[src/hw/qss_defines.svh]
// shared constants of the queued serial slave block: lengths, reset values, counts
`ifndef QSS_DEFINES_SVH
`define QSS_DEFINES_SVH

`define QSS_LEN_DEFAULT 5'h08
`define QSS_LEN_MAX 5'h10
`define QSS_LEN_CODE_MAX 4'h0
`define QSS_PORT_RESET 4'h0
`define QSS_QUEUE_BASE 0
`define QSS_PIN_SYNC_RESET 4'h8
`define QSS_MASTER_HALF 2

`endif

[src/hw/qss_pkg.sv]
// types shared by the queued serial slave block
package qss_pkg;

	typedef enum logic [1:0] {QS_IDLE, QS_SLAVE, QS_MSHIFT, QS_MGAP} qss_state_e;

	typedef struct packed {
		logic lengthSelect;
		logic [3:0] peripheralSelectPattern;
	} qss_cmd_s;

	typedef struct packed {
		logic sck;
		logic mosi;
		logic miso;
		logic [3:0] peripheral_select_pattern;
	} qss_pins_s;

endpackage

[src/hw/qss_core.sv]
// queued serial port: slave transfers, wraparound queue, master chip-select drive
`timescale 1ns/1ps
`default_nettype none
`include "qss_defines.svh"
module qss_core #(
	parameter int DEPTH = 16,
	parameter int MASTER_HALF = `QSS_MASTER_HALF,
	localparam int QW = $clog2(DEPTH)
) (
	input wire logic sys_clk,
	input wire logic rst,
	input wire logic masterSelect,
	input wire logic clockPolarity,
	input wire logic clockPhase,
	input wire logic [3:0] transferBits,
	input wire logic wrapEnable,
	input wire logic wrapTargetSelect,
	input wire logic haltRequest,
	input wire logic queueDoneIrqEnable,
	input wire logic [3:0] portDirection,
	input wire logic portValueWrite,
	input wire logic [3:0] portValueData,
	input wire logic runEnableSet,
	input wire logic runEnableClear,
	input wire logic doneFlagClear,
	input wire logic modeFaultClear,
	input wire logic newQpWrite,
	input wire logic [QW-1:0] newQpData,
	input wire logic [QW-1:0] endQueuePointer,
	input wire logic txWrite,
	input wire logic [QW-1:0] txAddr,
	input wire logic [15:0] txData,
	input wire logic cmdWrite,
	input wire logic [QW-1:0] cmdAddr,
	input wire qss_pkg::qss_cmd_s cmdData,
	input wire logic [QW-1:0] rxAddr,
	output logic [15:0] rxData,
	input wire logic sckIn,
	input wire logic mosiIn,
	input wire logic misoIn,
	input wire logic slaveSelectIn,
	output qss_pkg::qss_pins_s pinOut,
	output qss_pkg::qss_pins_s pinOe,
	output logic queueRunEnable,
	output logic queueDoneFlag,
	output logic irqRequest,
	output logic modeFault,
	output logic haltAck,
	output logic [QW-1:0] completedQueuePointer,
	output logic [QW-1:0] newQueuePointer
);
	logic [15:0] txRam [DEPTH];
	logic [15:0] rxRam [DEPTH];
	qss_pkg::qss_cmd_s cmdRam [DEPTH];
	qss_pkg::qss_state_e state;
	qss_pkg::qss_cmd_s activeCmd;
	logic [3:0] pinSync;
	logic sckPrev;
	logic [15:0] shiftReg;
	logic [4:0] bitCnt;
	logic [4:0] activeLen;
	logic [QW-1:0] workPtr;
	logic qpPending;
	logic [3:0] portValue;
	logic sckActive;
	logic [7:0] halfCnt;

	// pins are asynchronous to sys_clk, so the slave clock must run well below it
	qss_sync #(.WIDTH(4), .RESET_VAL(`QSS_PIN_SYNC_RESET)) uPinSync (
		.sys_clk(sys_clk),
		.rst(rst),
		.asyncIn({slaveSelectIn, sckIn, mosiIn, misoIn}),
		.syncOut(pinSync)
	);

	logic ssS, sckS, mosiS, misoS;
	assign ssS = pinSync[3];
	assign sckS = pinSync[2];
	assign mosiS = pinSync[1];
	assign misoS = pinSync[0];

	always_ff @(posedge sys_clk) begin
		if (rst) begin
			sckPrev <= 1'b0;
		end else begin
			sckPrev <= sckS;
		end
	end

	function automatic logic [4:0] decodeLen(input logic [3:0] code);
		if (code == `QSS_LEN_CODE_MAX) begin
			return `QSS_LEN_MAX;
		end else if (code[3]) begin
			return {1'b0, code};
		end
		// reserved codes fall back to the default length
		return `QSS_LEN_DEFAULT;
	endfunction

	logic leadEdge, trailEdge, slaveSample, tick, capNow;
	logic sLast, mLast, wordDone, queueEnd, continueAfter;
	logic startSlave, startMaster;
	logic [4:0] slaveLen;
	logic [3:0] msbIdx;
	logic [16:0] maskWide;
	logic [15:0] finalWord;
	logic [QW-1:0] advPtr, wrapPtr, nextPtr, startPtr;

	assign leadEdge = (sckS ^ clockPolarity) & ~(sckPrev ^ clockPolarity);
	assign trailEdge = ~(sckS ^ clockPolarity) & (sckPrev ^ clockPolarity);
	assign slaveSample = clockPhase ? trailEdge : leadEdge;
	assign tick = (halfCnt == 8'(MASTER_HALF - 1));
	assign capNow = tick && (clockPhase ? sckActive : !sckActive);
	assign slaveLen = decodeLen(transferBits);
	assign msbIdx = 4'(activeLen - 5'h01);
	assign maskWide = (17'h00001 << activeLen) - 17'h00001;

	// one bit per sampled clock edge while selected; the length-th bit closes the word
	assign sLast = (state == qss_pkg::QS_SLAVE) && slaveSample && !ssS
		&& (bitCnt == activeLen - 5'h01);
	assign mLast = (state == qss_pkg::QS_MSHIFT) && tick && sckActive
		&& (clockPhase ? (bitCnt == activeLen - 5'h01) : (bitCnt == activeLen));
	assign wordDone = sLast || mLast;
	assign queueEnd = wordDone && (workPtr == endQueuePointer);
	assign continueAfter = !queueEnd || wrapEnable;

	always_comb begin
		if ((state == qss_pkg::QS_SLAVE) || clockPhase) begin
			finalWord = {shiftReg[14:0], (state == qss_pkg::QS_SLAVE) ? mosiS : misoS}
				& maskWide[15:0];
		end else begin
			finalWord = shiftReg & maskWide[15:0];
		end
	end

	assign advPtr = qpPending ? newQueuePointer : workPtr + QW'(1);
	assign wrapPtr = wrapTargetSelect ? newQueuePointer : QW'(`QSS_QUEUE_BASE);
	assign nextPtr = queueEnd ? (wrapEnable ? wrapPtr : workPtr) : advPtr;
	assign startPtr = qpPending ? newQueuePointer : workPtr;

	// halt blocks new starts; the word already running is left to finish
	assign startSlave = (state == qss_pkg::QS_IDLE) && queueRunEnable && !masterSelect
		&& !ssS && !haltRequest;
	assign startMaster = (state == qss_pkg::QS_IDLE) && queueRunEnable && masterSelect
		&& !modeFault && !haltRequest;

	always_ff @(posedge sys_clk) begin
		if (rst) begin
			state <= qss_pkg::QS_IDLE;
		end else begin
			case (state)
				qss_pkg::QS_IDLE: begin
					if (startSlave) begin
						state <= qss_pkg::QS_SLAVE;
					end else if (startMaster) begin
						state <= qss_pkg::QS_MSHIFT;
					end
				end
				qss_pkg::QS_SLAVE: begin
					// run clear here can cut a word short, which is why halt is the clean exit
					if (!queueRunEnable || masterSelect || ssS) begin
						state <= qss_pkg::QS_IDLE;
					end else if (sLast && (!continueAfter || haltRequest)) begin
						state <= qss_pkg::QS_IDLE;
					end
				end
				qss_pkg::QS_MSHIFT: begin
					if (!queueRunEnable || modeFault) begin
						state <= qss_pkg::QS_IDLE;
					end else if (mLast) begin
						// the last entry stops at once, so run clear and idle land together
						state <= continueAfter ? qss_pkg::QS_MGAP : qss_pkg::QS_IDLE;
					end
				end
				qss_pkg::QS_MGAP: begin
					if (!queueRunEnable || modeFault) begin
						state <= qss_pkg::QS_IDLE;
					end else if (tick) begin
						state <= haltRequest ? qss_pkg::QS_IDLE : qss_pkg::QS_MSHIFT;
					end
				end
				default: begin
					state <= qss_pkg::QS_IDLE;
				end
			endcase
		end
	end

	always_ff @(posedge sys_clk) begin
		if (rst) begin
			workPtr <= '0;
			qpPending <= 1'b0;
			completedQueuePointer <= '0;
			newQueuePointer <= '0;
		end else begin
			if (newQpWrite) begin
				newQueuePointer <= newQpData;
			end
			// a fresh write in the consuming cycle stays pending for the next entry
			if (newQpWrite || runEnableSet) begin
				qpPending <= 1'b1;
			end else if (startSlave || startMaster || (wordDone && !queueEnd)) begin
				qpPending <= 1'b0;
			end
			if (startSlave || startMaster) begin
				workPtr <= startPtr;
			end else if (wordDone) begin
				workPtr <= nextPtr;
			end
			if (wordDone) begin
				completedQueuePointer <= workPtr;
			end
		end
	end

	always_ff @(posedge sys_clk) begin
		if (rst) begin
			halfCnt <= '0;
		end else if ((state == qss_pkg::QS_MSHIFT) || (state == qss_pkg::QS_MGAP)) begin
			halfCnt <= tick ? 8'h00 : halfCnt + 8'h01;
		end else begin
			halfCnt <= '0;
		end
	end

	always_ff @(posedge sys_clk) begin
		if (rst) begin
			shiftReg <= '0;
			bitCnt <= '0;
			activeLen <= `QSS_LEN_DEFAULT;
			activeCmd <= '0;
			sckActive <= 1'b0;
		end else begin
			case (state)
				qss_pkg::QS_IDLE: begin
					bitCnt <= '0;
					sckActive <= 1'b0;
					if (startSlave) begin
						shiftReg <= txRam[startPtr];
						activeLen <= slaveLen;
					end else if (startMaster) begin
						shiftReg <= txRam[startPtr];
						activeCmd <= cmdRam[startPtr];
						activeLen <= cmdRam[startPtr].lengthSelect ? slaveLen : `QSS_LEN_DEFAULT;
					end
				end
				qss_pkg::QS_SLAVE: begin
					if (sLast) begin
						shiftReg <= txRam[nextPtr];
						bitCnt <= '0;
					end else if (slaveSample && !ssS) begin
						shiftReg <= {shiftReg[14:0], mosiS};
						bitCnt <= bitCnt + 5'h01;
					end
				end
				qss_pkg::QS_MSHIFT: begin
					if (tick) begin
						sckActive <= !sckActive;
					end
					if (capNow) begin
						shiftReg <= {shiftReg[14:0], misoS};
						bitCnt <= bitCnt + 5'h01;
					end
				end
				qss_pkg::QS_MGAP: begin
					bitCnt <= '0;
					sckActive <= 1'b0;
					if (tick) begin
						shiftReg <= txRam[workPtr];
						activeCmd <= cmdRam[workPtr];
						activeLen <= cmdRam[workPtr].lengthSelect ? slaveLen : `QSS_LEN_DEFAULT;
					end
				end
				default: begin
					bitCnt <= '0;
				end
			endcase
		end
	end

	for (genvar i = 0; i < DEPTH; i++) begin : gEntry
		always_ff @(posedge sys_clk) begin
			if (rst) begin
				txRam[i] <= '0;
				rxRam[i] <= '0;
				cmdRam[i] <= '0;
			end else begin
				if (txWrite && (txAddr == QW'(i))) begin
					txRam[i] <= txData;
				end
				if (cmdWrite && (cmdAddr == QW'(i))) begin
					cmdRam[i] <= cmdData;
				end
				// old receive data is simply overwritten on each pass
				if (wordDone && (workPtr == QW'(i))) begin
					rxRam[i] <= finalWord;
				end
			end
		end
	end

	always_ff @(posedge sys_clk) begin
		if (rst) begin
			rxData <= '0;
		end else begin
			rxData <= rxRam[rxAddr];
		end
	end

	always_ff @(posedge sys_clk) begin
		if (rst) begin
			queueRunEnable <= 1'b0;
			queueDoneFlag <= 1'b0;
			irqRequest <= 1'b0;
			modeFault <= 1'b0;
			haltAck <= 1'b0;
			portValue <= `QSS_PORT_RESET;
		end else begin
			if (runEnableSet) begin
				queueRunEnable <= 1'b1;
			end else if (runEnableClear || (queueEnd && !wrapEnable)) begin
				queueRunEnable <= 1'b0;
			end
			if (queueEnd) begin
				queueDoneFlag <= 1'b1;
			end else if (doneFlagClear) begin
				queueDoneFlag <= 1'b0;
			end
			// the request is latched, so dropping the enable later does not cancel it
			if (queueEnd && queueDoneIrqEnable) begin
				irqRequest <= 1'b1;
			end else if (doneFlagClear) begin
				irqRequest <= 1'b0;
			end
			if (masterSelect && !portDirection[0] && !ssS) begin
				modeFault <= 1'b1;
			end else if (modeFaultClear) begin
				modeFault <= 1'b0;
			end
			haltAck <= haltRequest && (state == qss_pkg::QS_IDLE);
			if (portValueWrite) begin
				portValue <= portValueData;
			end
		end
	end

	always_ff @(posedge sys_clk) begin
		if (rst) begin
			pinOut <= '0;
			pinOe <= '0;
		end else begin
			pinOut.sck <= clockPolarity ^ sckActive;
			if ((state == qss_pkg::QS_MSHIFT) && (clockPhase ? sckActive : !sckActive)) begin
				pinOut.mosi <= shiftReg[msbIdx];
			end
			if (state == qss_pkg::QS_SLAVE) begin
				pinOut.miso <= shiftReg[msbIdx];
			end
			pinOut.peripheral_select_pattern <= (state == qss_pkg::QS_MSHIFT) ? activeCmd.peripheralSelectPattern
				: portValue;
			pinOe.sck <= masterSelect && !modeFault;
			pinOe.mosi <= masterSelect && !modeFault;
			pinOe.miso <= !masterSelect && (state == qss_pkg::QS_SLAVE);
			pinOe.peripheral_select_pattern <= (masterSelect && !modeFault) ? portDirection : 4'h0;
		end
	end
endmodule // qss_core
`default_nettype wire

[src/hw/qss_sync.sv]
// two-flop synchroniser for pin inputs, one chain per bit
`timescale 1ns/1ps
`default_nettype none
module qss_sync #(
	parameter int WIDTH = 4,
	parameter logic [WIDTH-1:0] RESET_VAL = '0
) (
	input wire logic sys_clk,
	input wire logic rst,
	input wire logic [WIDTH-1:0] asyncIn,
	output logic [WIDTH-1:0] syncOut
);
	logic [WIDTH-1:0] stageOne;

	for (genvar i = 0; i < WIDTH; i++) begin : gSync
		always_ff @(posedge sys_clk) begin
			if (rst) begin
				stageOne[i] <= RESET_VAL[i];
				syncOut[i] <= RESET_VAL[i];
			end else begin
				stageOne[i] <= asyncIn[i];
				syncOut[i] <= stageOne[i];
			end
		end
	end
endmodule // qss_sync
`default_nettype wire

[config.mk]
export PLATFORM = sky130hd
export DESIGN_NAME = qss_core
export DESIGN_NICKNAME = d
export VERILOG_FILES = /design/src/hw/qss_pkg.sv /design/src/hw/qss_core.sv /design/src/hw/qss_sync.sv
export VERILOG_INCLUDE_DIRS = /design/src /design/src/hw
export SDC_FILE = /design/constraint.sdc
export NUM_CORES = 2
export LEC_CHECK = 0
export BUFFER_PORTS_ARGS = -buffer_cell sky130_fd_sc_hd__buf_2
export CAP_MARGIN = 15
export CORE_AREA = 2 2 354 356
export CTS_CLUSTER_SIZE = 24
export DETAILED_ROUTE_END_ITERATION = 7
export DIE_AREA = 0 0 356 358
export GPL_TIMING_DRIVEN = 0
export PLACE_DENSITY = 0.53
export REMOVE_ABC_BUFFERS = 1
export SYNTH_ARGS = -nofsm -noshare
export SYNTH_HDL_FRONTEND = slang
export SYNTH_SLANG_ARGS = --single-unit
[constraint.sdc]
create_clock -name sys_clk -period 8.55 [get_ports sys_clk]
set_input_delay 1.2825 -clock sys_clk [delete_from_list [all_inputs] [get_ports sys_clk]]
set_output_delay 1.2825 -clock sys_clk [all_outputs]
set_load 0.01 [all_outputs]
# ---- After elaboration in Yosys (flattened, before gate mapping)
# Memories as Yosys holds them, arrays and structs flattened. A register that Yosys moved wholly into a read port is not among the register bits.
# Index checks and enable logic that the tools add are counted.
dict set report classes {
  add_sub_neg 5
  order_cmp 1
  eq_ne 62
  shift 1
  muxes 261
  bitwise 59
  reduce_logical 118
}
# cell count
set op_table {}
lappend op_table {{$mux 16} 39}
lappend op_table {{$mux 1} 163}
lappend op_table {{$mux 5} 27}
lappend op_table {{$eq 4x4->1 const B} 24}
lappend op_table {{$logic_and 1x1->1} 74}
lappend op_table {{$pmux 16 s4} 1}
lappend op_table {{$mux 4} 15}
lappend op_table {{$eq 4x3->1 const B} 12}
lappend op_table {{$or 1x1->1} 48}
lappend op_table {{$and 16x16->16} 2}
lappend op_table {{$eq 4x2->1 const B} 6}
lappend op_table {{$mux 2} 10}
lappend op_table {{$logic_not 4->1} 4}
lappend op_table {{$reduce_bool 2->1} 8}
lappend op_table {{$shl 1x5->16 const A} 1}
lappend op_table {{$sub 16x1->16 const B} 1}
lappend op_table {{$pmux 5 s3} 1}
lappend op_table {{$eq 4x1->1 const B} 3}
lappend op_table {{$logic_or 1x1->1} 12}
lappend op_table {{$reduce_and 4->1} 3}
lappend op_table {{$eq 5x5->1} 2}
lappend op_table {{$logic_not 1->1} 10}
lappend op_table {{$ne 2x2->1 const B} 5}
lappend op_table {{$pmux 5 s2} 1}
lappend op_table {{other kinds (24)} 35}
dict set report totals {
  ff_bits 85
  ramBits 592
  input_bits 74
  wordCells 543
  n_memories 3
}
# memory depth word_bits rd rd_clocked_by_memory_dff write_ports line_no
set mem_list {}
lappend mem_list {rxRam 16 16 1 1 16 qss_core.sv:53} ;# logic [15:0] rxRam [DEPTH];
lappend mem_list {txRam 16 16 3 1 16 qss_core.sv:52} ;# logic [15:0] txRam [DEPTH];
lappend mem_list {cmdRam 16 5 2 1 16 qss_core.sv:54} ;# qss_pkg::qss_cmd_s cmdRam [DEPTH];

# ---- Logic depth before layout (Yosys ltp)
# Gate-level depths: netlist (run 1).
dict set report logic_depth {
  depth_word 17
  depth_mapped 17
  mapped_depth_nobuf 13
}

# ---- Modules after synthesis
# From an unflattened synthesis (run 1), not the netlist that was laid out.
dict set report unflattened {
  cells_unflattened 2959
  hier_area_um2 36959.2
}
# module n_inst cells_each area_per_inst_um2 seq_area_each_um2
set modules_own_cells {}
lappend modules_own_cells {qss_core 1 2943 36749.0 19718.9}
lappend modules_own_cells {qss_sync 1 16 210.2 160.2}

# ---- Worst setup path after synthesis (run 1)
# No wires, ideal clock.
dict set report synth_timing {
  path_type {reg2reg}
  start {register activeLen[0]}
  end {memory rxRam[12][0], enable pin}
  t_arrival_ps 3756
  t_required_ps 8158
  setup_slack_ps 4402
  path_stages_with_launch 16
  path_buffers 4
  synth_period_minus_slack_ps 4148
  path_cell_list {dfxtp_1 buf_4 inv_1 ha_1 ha_1 xnor2_1 or3_4 nor4b_2 or2_1 and3_1 a21o_1 buf_2 buf_2 buf_1 nand2_1 o21bai_1}
}
# item line_no
set synth_rtl {}
lappend synth_rtl {{from (decl)} qss_core.sv:61} ;# logic [4:0] activeLen;
lappend synth_rtl {{from (signal assigned)} qss_core.sv:230} ;# activeLen <= `QSS_LEN_DEFAULT;
lappend synth_rtl {{from (signal assigned)} qss_core.sv:240} ;# activeLen <= slaveLen;
lappend synth_rtl {{from (signal assigned)} qss_core.sv:244} ;# activeLen <= cmdRam[startPtr].lengthSelect ? slaveLen : `QSS_LEN_DEFAULT;
lappend synth_rtl {{to (decl)} qss_core.sv:53}

# ---- Worst setup path in the final report (run 1)
dict set report layout_timing {
  start {register activeLen[0]}
  end {register shiftReg[8]}
}
dict set report layout_via {
  elab_chain_cells 10
  elab_cells_between_ends 14
}
# item line_no
set layout_rtl {}
lappend layout_rtl {{$sub 5x1->5} {qss_core.sv:120, qss_core.sv:122}}
lappend layout_rtl {{$eq 5x5->1} {qss_core.sv:120, qss_core.sv:122}}
lappend layout_rtl {{$mux 1} qss_core.sv:122} ;# && (clockPhase ? (bitCnt == activeLen - 5'h01) : (bitCnt == activeLen));
lappend layout_rtl {{$logic_and 1x1->1} qss_core.sv:122}
lappend layout_rtl {{$logic_or 1x1->1} qss_core.sv:123} ;# assign wordDone = sLast || mLast;
lappend layout_rtl {{$logic_and 1x1->1} qss_core.sv:124} ;# assign queueEnd = wordDone && (workPtr == endQueuePointer);
lappend layout_rtl {{$mux 4} qss_core.sv:138} ;# assign nextPtr = queueEnd ? (wrapEnable ? wrapPtr : workPtr) : advPtr;
lappend layout_rtl {{$mem_v2 16x16} -}
lappend layout_rtl {{$mux 16} qss_core.sv:248} ;# if (sLast) begin
lappend layout_rtl {{$pmux 16 s4} qss_core.sv:234} ;# case (state)
lappend layout_rtl {{to (signal assigned)} qss_core.sv:239} ;# shiftReg <= txRam[startPtr];
lappend layout_rtl {{to (signal assigned)} qss_core.sv:249} ;# shiftReg <= txRam[nextPtr];
lappend layout_rtl {{to (signal assigned)} qss_core.sv:252} ;# shiftReg <= {shiftReg[14:0], mosiS};
lappend layout_rtl {{to (decl)} qss_core.sv:59} ;# logic [15:0] shiftReg;
# Several ways; a longest one is shown, not always the timed one.
# A chain may end at the register's enable or synchronous reset.

==> out/metrics.csv, run 1 <==
stage;metric;value;unit
cells_and_area;final instance area;43100;µm²
die;Starting Density;0.298;
yosys;mux cell area share after synthesis;0.199;
cells_and_area;final core utilization;0.350;
place;DP HPWL;78700;µm
critical_path;Buf/Inv on CP;1;
critical_path;crit start category;register;
place;dpl cell area;40400;µm²
place;routability-driven placement congestion ratio;0.814;
clock_network;Root Buffer;clkbuf_16;
power_and_ir_drop;VDD IR max;0.130;mV
detailed_routing;vias;24900;
place;Worst Setup Slack post-DPL;2.88;ns
die;core area;123000;µm²
power_and_ir_drop;Pwr Density;206;nW/µm²
global_route;number of global-route vias before repair;24600;
place;IO buf count;116;
clock_network;Clock Path Buffers;3;
critical_path;largest stage delay on the critical path;1.06;ns
yosys;sequential share of the synthesized area;0.540;
cells_and_area;share of cells above drive strength 1;0.228;
critical_path;critical path's slowest cell;and2_1;
yosys;Synth area leaders;edfxtp_1 (48%), mux4_2 (17%), and2_1 (5.9%);
clock_network;Clk Latency, worst-skew pair;0.66;ns
critical_path;CP startpoint;activeLen[0]$_SDFFE_PP0P_;
clock_network;post-CTS sizing;0;
min_path;Hold Path Class;reg2reg;
timing;Worst Skew;0.0352;ns
die;die width;356;µm
die;die area;127000;µm²
yosys;warnings from Yosys;0;
yosys;ys flop type;edfxtp_1;
detailed_routing;number of remaining DRC errors;0;
yosys;Synth Area in Compound Gates;0.0513;
timing;Final Hold Viols;0;
clock_network;# clock sinks;697;
timing;endpoints failing setup;0;
detailed_routing;via density per instance;5.36;
yosys;largest family of logic cells by synthesized area;multiplexers;
global_route;largest net degree at the start of global routing;83;
detailed_routing;drt initial violations;2435;
critical_path;nature of the critical path endpoint;register;
global_route;initial antenna violation count;18;
die;# IOs;117;
critical_path;worst path cell trace;inv_1, ha_1, ha_1, xnor2_1, or3_4, nor3_2, and3_1, a2bb2oi_1, o21a_1, and2_1, a32oi_1, nand4_1, o221ai_1;
min_path;hold_sp;uPinSync.stageOne[3]$_SDFF_PP1_;
clock_network;CTS buffer count;81;
yosys;syn avg cell area;12.7;µm²
critical_path;critical path class;reg2reg;
clock_network;H-tree depth;3;
yosys;post-synth top area share;0.483;
cells_and_area;Area Overhead vs Synth;17.2;%
critical_path;maximum fanout along the worst path;16;
timing;post-layout min period;5.24;ns
timing;WHS;0.409;ns
detailed_routing;number of routed nets with antenna violations;0;
critical_path;CP top delay family;simple AND/OR/NAND/NOR gates;
timing;fin crit share;0.613;
critical_path;WP data required;9.04;ns
clock_network;CTS tree;yes;
clock_network;postcts setup bufs;0;
clock_network;# hold bufs at CTS;0;
yosys;Post-synth top cells;edfxtp_1 (592), nor2_1 (384), and2_1 (347);
die;placement row count;129;
job;max-cap violations;0;
detailed_routing;DRT Wirelength;117000;µm
power_and_ir_drop;Leak;14.6;nW
die;Die Ht;358;µm
timing;slew margin rel.;0.146;
status;status;completed;
critical_path;most frequent cell on the critical path;ha_1;
detailed_routing;drt pass-1 iters;5;
yosys;Synth cell types;67;
yosys;number of synthesized register bits;697;
power_and_ir_drop;Overall Power;8.90;mW
timing;slew at the pin closest to its max-slew limit;1.28;ns
timing;RSZ-0062 raised after global routing;false;
detailed_routing;Avg WL per Cell;25.2;µm
critical_path;CP Data Arrival Time;5.73;ns
yosys;post-synthesis adder-cell area fraction;0.00612;
yosys;most common cell in the netlist;edfxtp_1;
cells_and_area;area occupied by registers;19900;µm²
global_route;gr usage total;0.182;
cells_and_area;Final nets;3032;
yosys;post-synth top area cell;edfxtp_1;
yosys;Simple-Gate Fraction of Synth Area;0.167;
yosys;Mapped Cells;2899;
yosys;Mapped Area;36800;µm²
clock_network;clock-pin slew on the worst setup and hold paths;0.07;ns
yosys;ys async rst share;0;
global_route;GR Overflow Total;0;
critical_path;worst r2r src;activeLen[0]$_SDFFE_PP0P_;
yosys;Synth Area in XOR/XNOR;0.00738;
timing;Slew Limit Fails;0;
timing;final setup margin;3.31;ns
cells_and_area;multi-input logic area;16100;µm²
cells_and_area;filler cell count;12000;
timing;Max Fclk;191;MHz
global_route;first-pass GRT wire length;170000;µm
yosys;Post-synth EDFFs;592;
## where the power goes
group	total, mW	switching (mW)	internal [mW]
Sequential	4.07	0.194	3.88
Clock	3.60	1.49	2.11
Combinational	1.23	0.734	0.497
## kinds of logic after synthesis
| group | count (synthesis) |
|---|---|
| flip-flops | 697 |
| AO/OA/AOI/OAI | 265 |
| XOR/XNOR | 31 |
| multiplexers | 388 |
| AND/OR/NAND/NOR | 1242 |
| adder cells (fa/ha/maj) | 18 |
| buffers and inverters | 258 |
## state kept, by name (all words and copies together), names as in the netlist, 2 cells and up, named ones only
name and cells:
halfCnt 8, rxData 16, completedQueuePointer 4, uPinSync.stageOne 4, pinOut 7, workPtr 4
activeCmd 4, shiftReg 16, activeLen 5, rxRam 256, uPinSync.syncOut 4, portValue 4
pinOe 6, state 2, cmdRam 80, bitCnt 5, newQueuePointer 4, txRam 256
## per-stage QoR
step,setup TNS [ns],cells
after floorplan,-33.50,2657
after global placement,-180.80,4410
after detailed placement,0,4494
after CTS,0,4646
after global routing,0,4647
final,0,4648
## metal layers
layer | wire length, µm | vias to the layer above | GRT usage
met5 | 75 | - | 0
met4 | 3290 | 12 | 0.0539
met3 | 9700 | 223 | 0.0449
met2 | 55300 | 984 | 0.295
met1 | 48900 | 12800 | 0.240
li1 | - | 10900 | -
## layout by cell type, fill, tap and decap left out, types with 34 or more instances in the layout
master,instances
a21oi_1,49
and2_1,346
buf_16,36
buf_2,113
clkbuf_16,85
dfxtp_1,101
edfxtp_1,592
mux2i_1,106
mux4_2,273
nand2_1,241
nand3_1,94
nor2_1,376
nor3_1,34
## layout make-up
cell class	instances	share of cell area
sequential	697	0.461
multi-input combinational	1944	0.374
clock buffer	111	0.0525
timing repair buffer	200	0.0523
tap	1637	0.0475
clock inverter	41	0.0105
inverter	16	0.00139
antenna	2	0.000116
## worst paths after layout
kind,end,slack (ns),depth (start not counted)
worst min-delay path,uPinSync.syncOut[3]$_SDFF_PP1_,0.41,1
worst max-delay path,shiftReg[8]$_SDFFE_PP0P_,3.31,13
worst min register to register,uPinSync.syncOut[3]$_SDFF_PP1_,0.41,1
worst max register to register,shiftReg[8]$_SDFFE_PP0P_,3.31,13
Note: power is estimated with default switching activity, not from simulation.
==> run 2, diff against run 1 <==
ABC_AREA = 1   (was unset)
CORE_AREA = 2 2 359 361   (was 2 2 354 356)
DIE_AREA = 0 0 361 363   (was 0 0 356 358)
PLACE_DENSITY = 0.55   (was 0.53)
clock period = 4.6 ns   (was 8.55 ns; I/O delays follow)
==> run 2 against run 1 <==
Net effect:
- cell count is 33% higher
- global-route usage increased by 2.4 points
- total power increased by 91%
- flip-flop and latch count is the same
- worst hold slack got worse by 0.17 ns
- critical path depth up 11
- largest power group unchanged
- highest routed layer unchanged
==> out/metrics.csv, run 2 <==
stage;metric;value;unit
min_path;Hold Path Class;in2reg;
clock_network;Clk Latency, worst-skew pair;0.67;ns
cells_and_area;multi-input logic area;15600;µm²
critical_path;worst r2r dst;shiftReg[0]$_SDFFE_PP0P_;
place;DP HPWL;85200;µm
timing;slew margin rel.;0.124;
die;placement row count;131;
critical_path;maximum fanout along the worst path;37;
clock_network;Clock Path Buffers;3;
timing;slew at the pin closest to its max-slew limit;1.31;ns
cells_and_area;leading cell type in the layout, fill and taps excluded;nor2_1;
die;core area;127000;µm²
yosys;ys flop type;edfxtp_1;
clock_network;Root Buffer;clkbuf_16;
clock_network;CTS buffer count;77;
place;routability-driven placement congestion ratio;0.827;
detailed_routing;met1 wire length;57500;µm
detailed_routing;number of remaining DRC errors;0;
detailed_routing;drt pass-1 iters;6;
cells_and_area;Final nets;4556;
global_route;first-pass GRT wire length;203000;µm
yosys;most common cell in the netlist;nor2_1;
yosys;Post-synth top cells;nor2_1 (885), edfxtp_1 (592), o21ai_0 (554);
yosys;number of synthesized register bits;697;
die;Starting Density;0.299;
global_route;largest net degree at the start of global routing;101;
detailed_routing;Avg WL per Cell;22.9;µm
timing;Worst Skew;0.0365;ns
yosys;Mapped Area;38000;µm²
detailed_routing;met3 routed WL;16600;µm
detailed_routing;via density per instance;5.55;
yosys;Synth area leaders;edfxtp_1 (47%), nor2_1 (8.7%), o21ai_0 (7.3%);
die;Die Ht;363;µm
cells_and_area;final core utilization;0.340;
global_route;number of global-route vias before repair;31300;
timing;Final Hold Viols;0;
critical_path;nature of the critical path endpoint;register;
timing;fin crit share;0.946;
min_path;Hold Path Sink;uPinSync.stageOne[3]$_SDFF_PP1_;
critical_path;crit start category;register;
min_path;hold path depth;2;
job;max-cap violations;0;
yosys;post-synth top area share;0.468;
yosys;sequential share of the synthesized area;0.524;
detailed_routing;DRT Wirelength;142000;µm
die;die width;361;µm
critical_path;CP Data Arrival Time;4.87;ns
cells_and_area;most frequent cells in the layout;nor2_1 (883), edfxtp_1 (592), nand3_1 (534), o21ai_0 (530), nand2_1 (510);
die;# IOs;117;
power_and_ir_drop;Pwr Density;393;nW/µm²
cells_and_area;Top Registers;rxRam x256, txRam x256, cmdRam x80;
detailed_routing;vias;34300;
critical_path;worst reg-to-reg setup slack;0.25;ns
clock_network;# hold bufs at CTS;0;
yosys;ys async rst share;0;
clock_network;clock-pin slew on the worst setup and hold paths;0.06;ns
clock_network;H-tree depth;3;
detailed_routing;metal2 WL;62000;µm
detailed_routing;drt initial violations;4556;
detailed_routing;number of routed nets with antenna violations;0;
detailed_routing;top routing layer in use;met5;
power_and_ir_drop;VDD IR max;0.265;mV
cells_and_area;Area Overhead vs Synth;13.9;%
status;status;completed;
yosys;Synth cell types;57;
critical_path;worst r2r src;activeLen[0]$_SDFFE_PP0P_;
cells_and_area;share of cells above drive strength 1;0.0956;
yosys;syn avg cell area;8.35;µm²
critical_path;critical path class;reg2reg;
cells_and_area;area occupied by registers;19900;µm²
yosys;Post-synth EDFFs;592;
cells_and_area;filler cell count;13000;
power_and_ir_drop;Leak;15.9;nW
timing;post-layout min period;4.35;ns
die;die area;131000;µm²
global_route;GR Overflow Total;0;
clock_network;CTS tree;yes;
yosys;Mapped Cells;4546;
critical_path;Reg2Reg Depth;24;
global_route;initial antenna violation count;5;
timing;setup TNS;0;ns
timing;Slew Limit Fails;0;
min_path;hold_sp;slaveSelectIn;
timing;Max Fclk;230;MHz
clock_network;# clock sinks;697;
place;IO buf count;116;
yosys;post-synth top area cell;edfxtp_1;
critical_path;WP data required;5.12;ns
yosys;warnings from Yosys;0;
timing;endpoints failing setup;0;
global_route;gr usage total;0.206;
==> run 2: final cells by class <==
class / instances / share of cell area
flip-flops and latches: 697 / 0.460
multi-input cells: 3152 / 0.360
clock buffers: 107 / 0.0486
well taps: 1662 / 0.0481
repair buffers: 188 / 0.0455
inverters: 348 / 0.0318
clock inverters: 36 / 0.00628
diodes: 1 / 0.0000579
==> run 2: cells by family after synthesis <==
family	synth area share
mux	0.00105
simple gates	0.228
fa+ha+maj	0.00593
compound gates	0.162
buf+inv	0.0762
flops	0.524
xor+xnor	0.00320
==> run 2: repair_timing <==
item | 4_1_cts | 5_1_grt
gates resized for setup | 10 | 10
setup buffers | 0 | 7
cloned | 2 | 5
setup endpoints to repair | 16 | 16
pin swaps | 2 | 4
endpoints found under the hold margin | 0 | 0
==> run 2: worst max-delay path by stage <==
stage               slack, ns                       from                        end  cells past startpoint
floorplan               -7.25    workPtr[0]$_SDFFE_PP0N_  shiftReg[15]$_SDFFE_PP0P_                     10
global placement       -14.42    workPtr[0]$_SDFFE_PP0N_   shiftReg[3]$_SDFFE_PP0P_                     10
detailed placement      -1.04  activeLen[0]$_SDFFE_PP0P_   shiftReg[6]$_SDFFE_PP0P_                     23
CTS                      0.02  activeLen[0]$_SDFFE_PP0P_   shiftReg[0]$_SDFFE_PP0P_                     24
global route          -0.0001  activeLen[0]$_SDFFE_PP0P_   shiftReg[0]$_SDFFE_PP0P_                     24
finish                   0.25  activeLen[0]$_SDFFE_PP0P_   shiftReg[0]$_SDFFE_PP0P_                     24
==> run 2: layer usage <==
layer	up-vias	track usage
met5	-	0
met1	16400	0.281
met3	362	0.0459
met4	6	0.0802
met2	1989	0.316
li1	15600	-
==> run 2: worst max-delay path: stages, from the launching register on <==
cell	delay, ns
dfxtp_4	0.43
inv_2	0.13
ha_1	0.27
ha_1	0.35
inv_1	0.13
nand2_1	0.06
nand2_1	0.06
nand3_1	0.09
nor2_2	0.18
nand2_1	0.09
nand2_2	0.10
nand2_4	0.07
nand2_8	0.18
nand2_8	0.20
nand2_2	0.20
nand2_8	0.23
clkinv_16	0.21
buf_16	0.27
nand3_1	0.14
nand3_1	0.09
nand3_1	0.18
nand3_1	0.20
nand2_1	0.08
nand2_1	0.14
a21oi_2	0.06
==> run 2: power breakdown <==
part | leakage [nW] | internal (mW) | switching, mW | total (mW)
Combinational | 7.98 | 0.972 | 2.54 | 3.52
Clock | 1.16 | 3.28 | 2.70 | 5.98
Sequential | 6.72 | 7.24 | 0.273 | 7.51
==> run 2: per-stage QoR <==
| stage | cells | cell area, µm² | power (mW) | worst slack (ns) | hold WS (ns) |
|---|---|---|---|---|---|
| final | 6191 | 43300 | 17.0 | 0.247 | 0.237 |
| after global routing | 6190 | 43200 | 17.6 | -0.000143 | 0.227 |
| after CTS | 6177 | 43100 | 17.0 | 0.0160 | 0.217 |
| after detailed placement | 6032 | 40600 | 11.0 | -1.04 | 0.398 |
| after global placement | 5968 | 39000 | 10.9 | -14.42 | 0.392 |
| after floorplan | 4190 | 36400 | 9.53 | -7.25 | 0.388 |
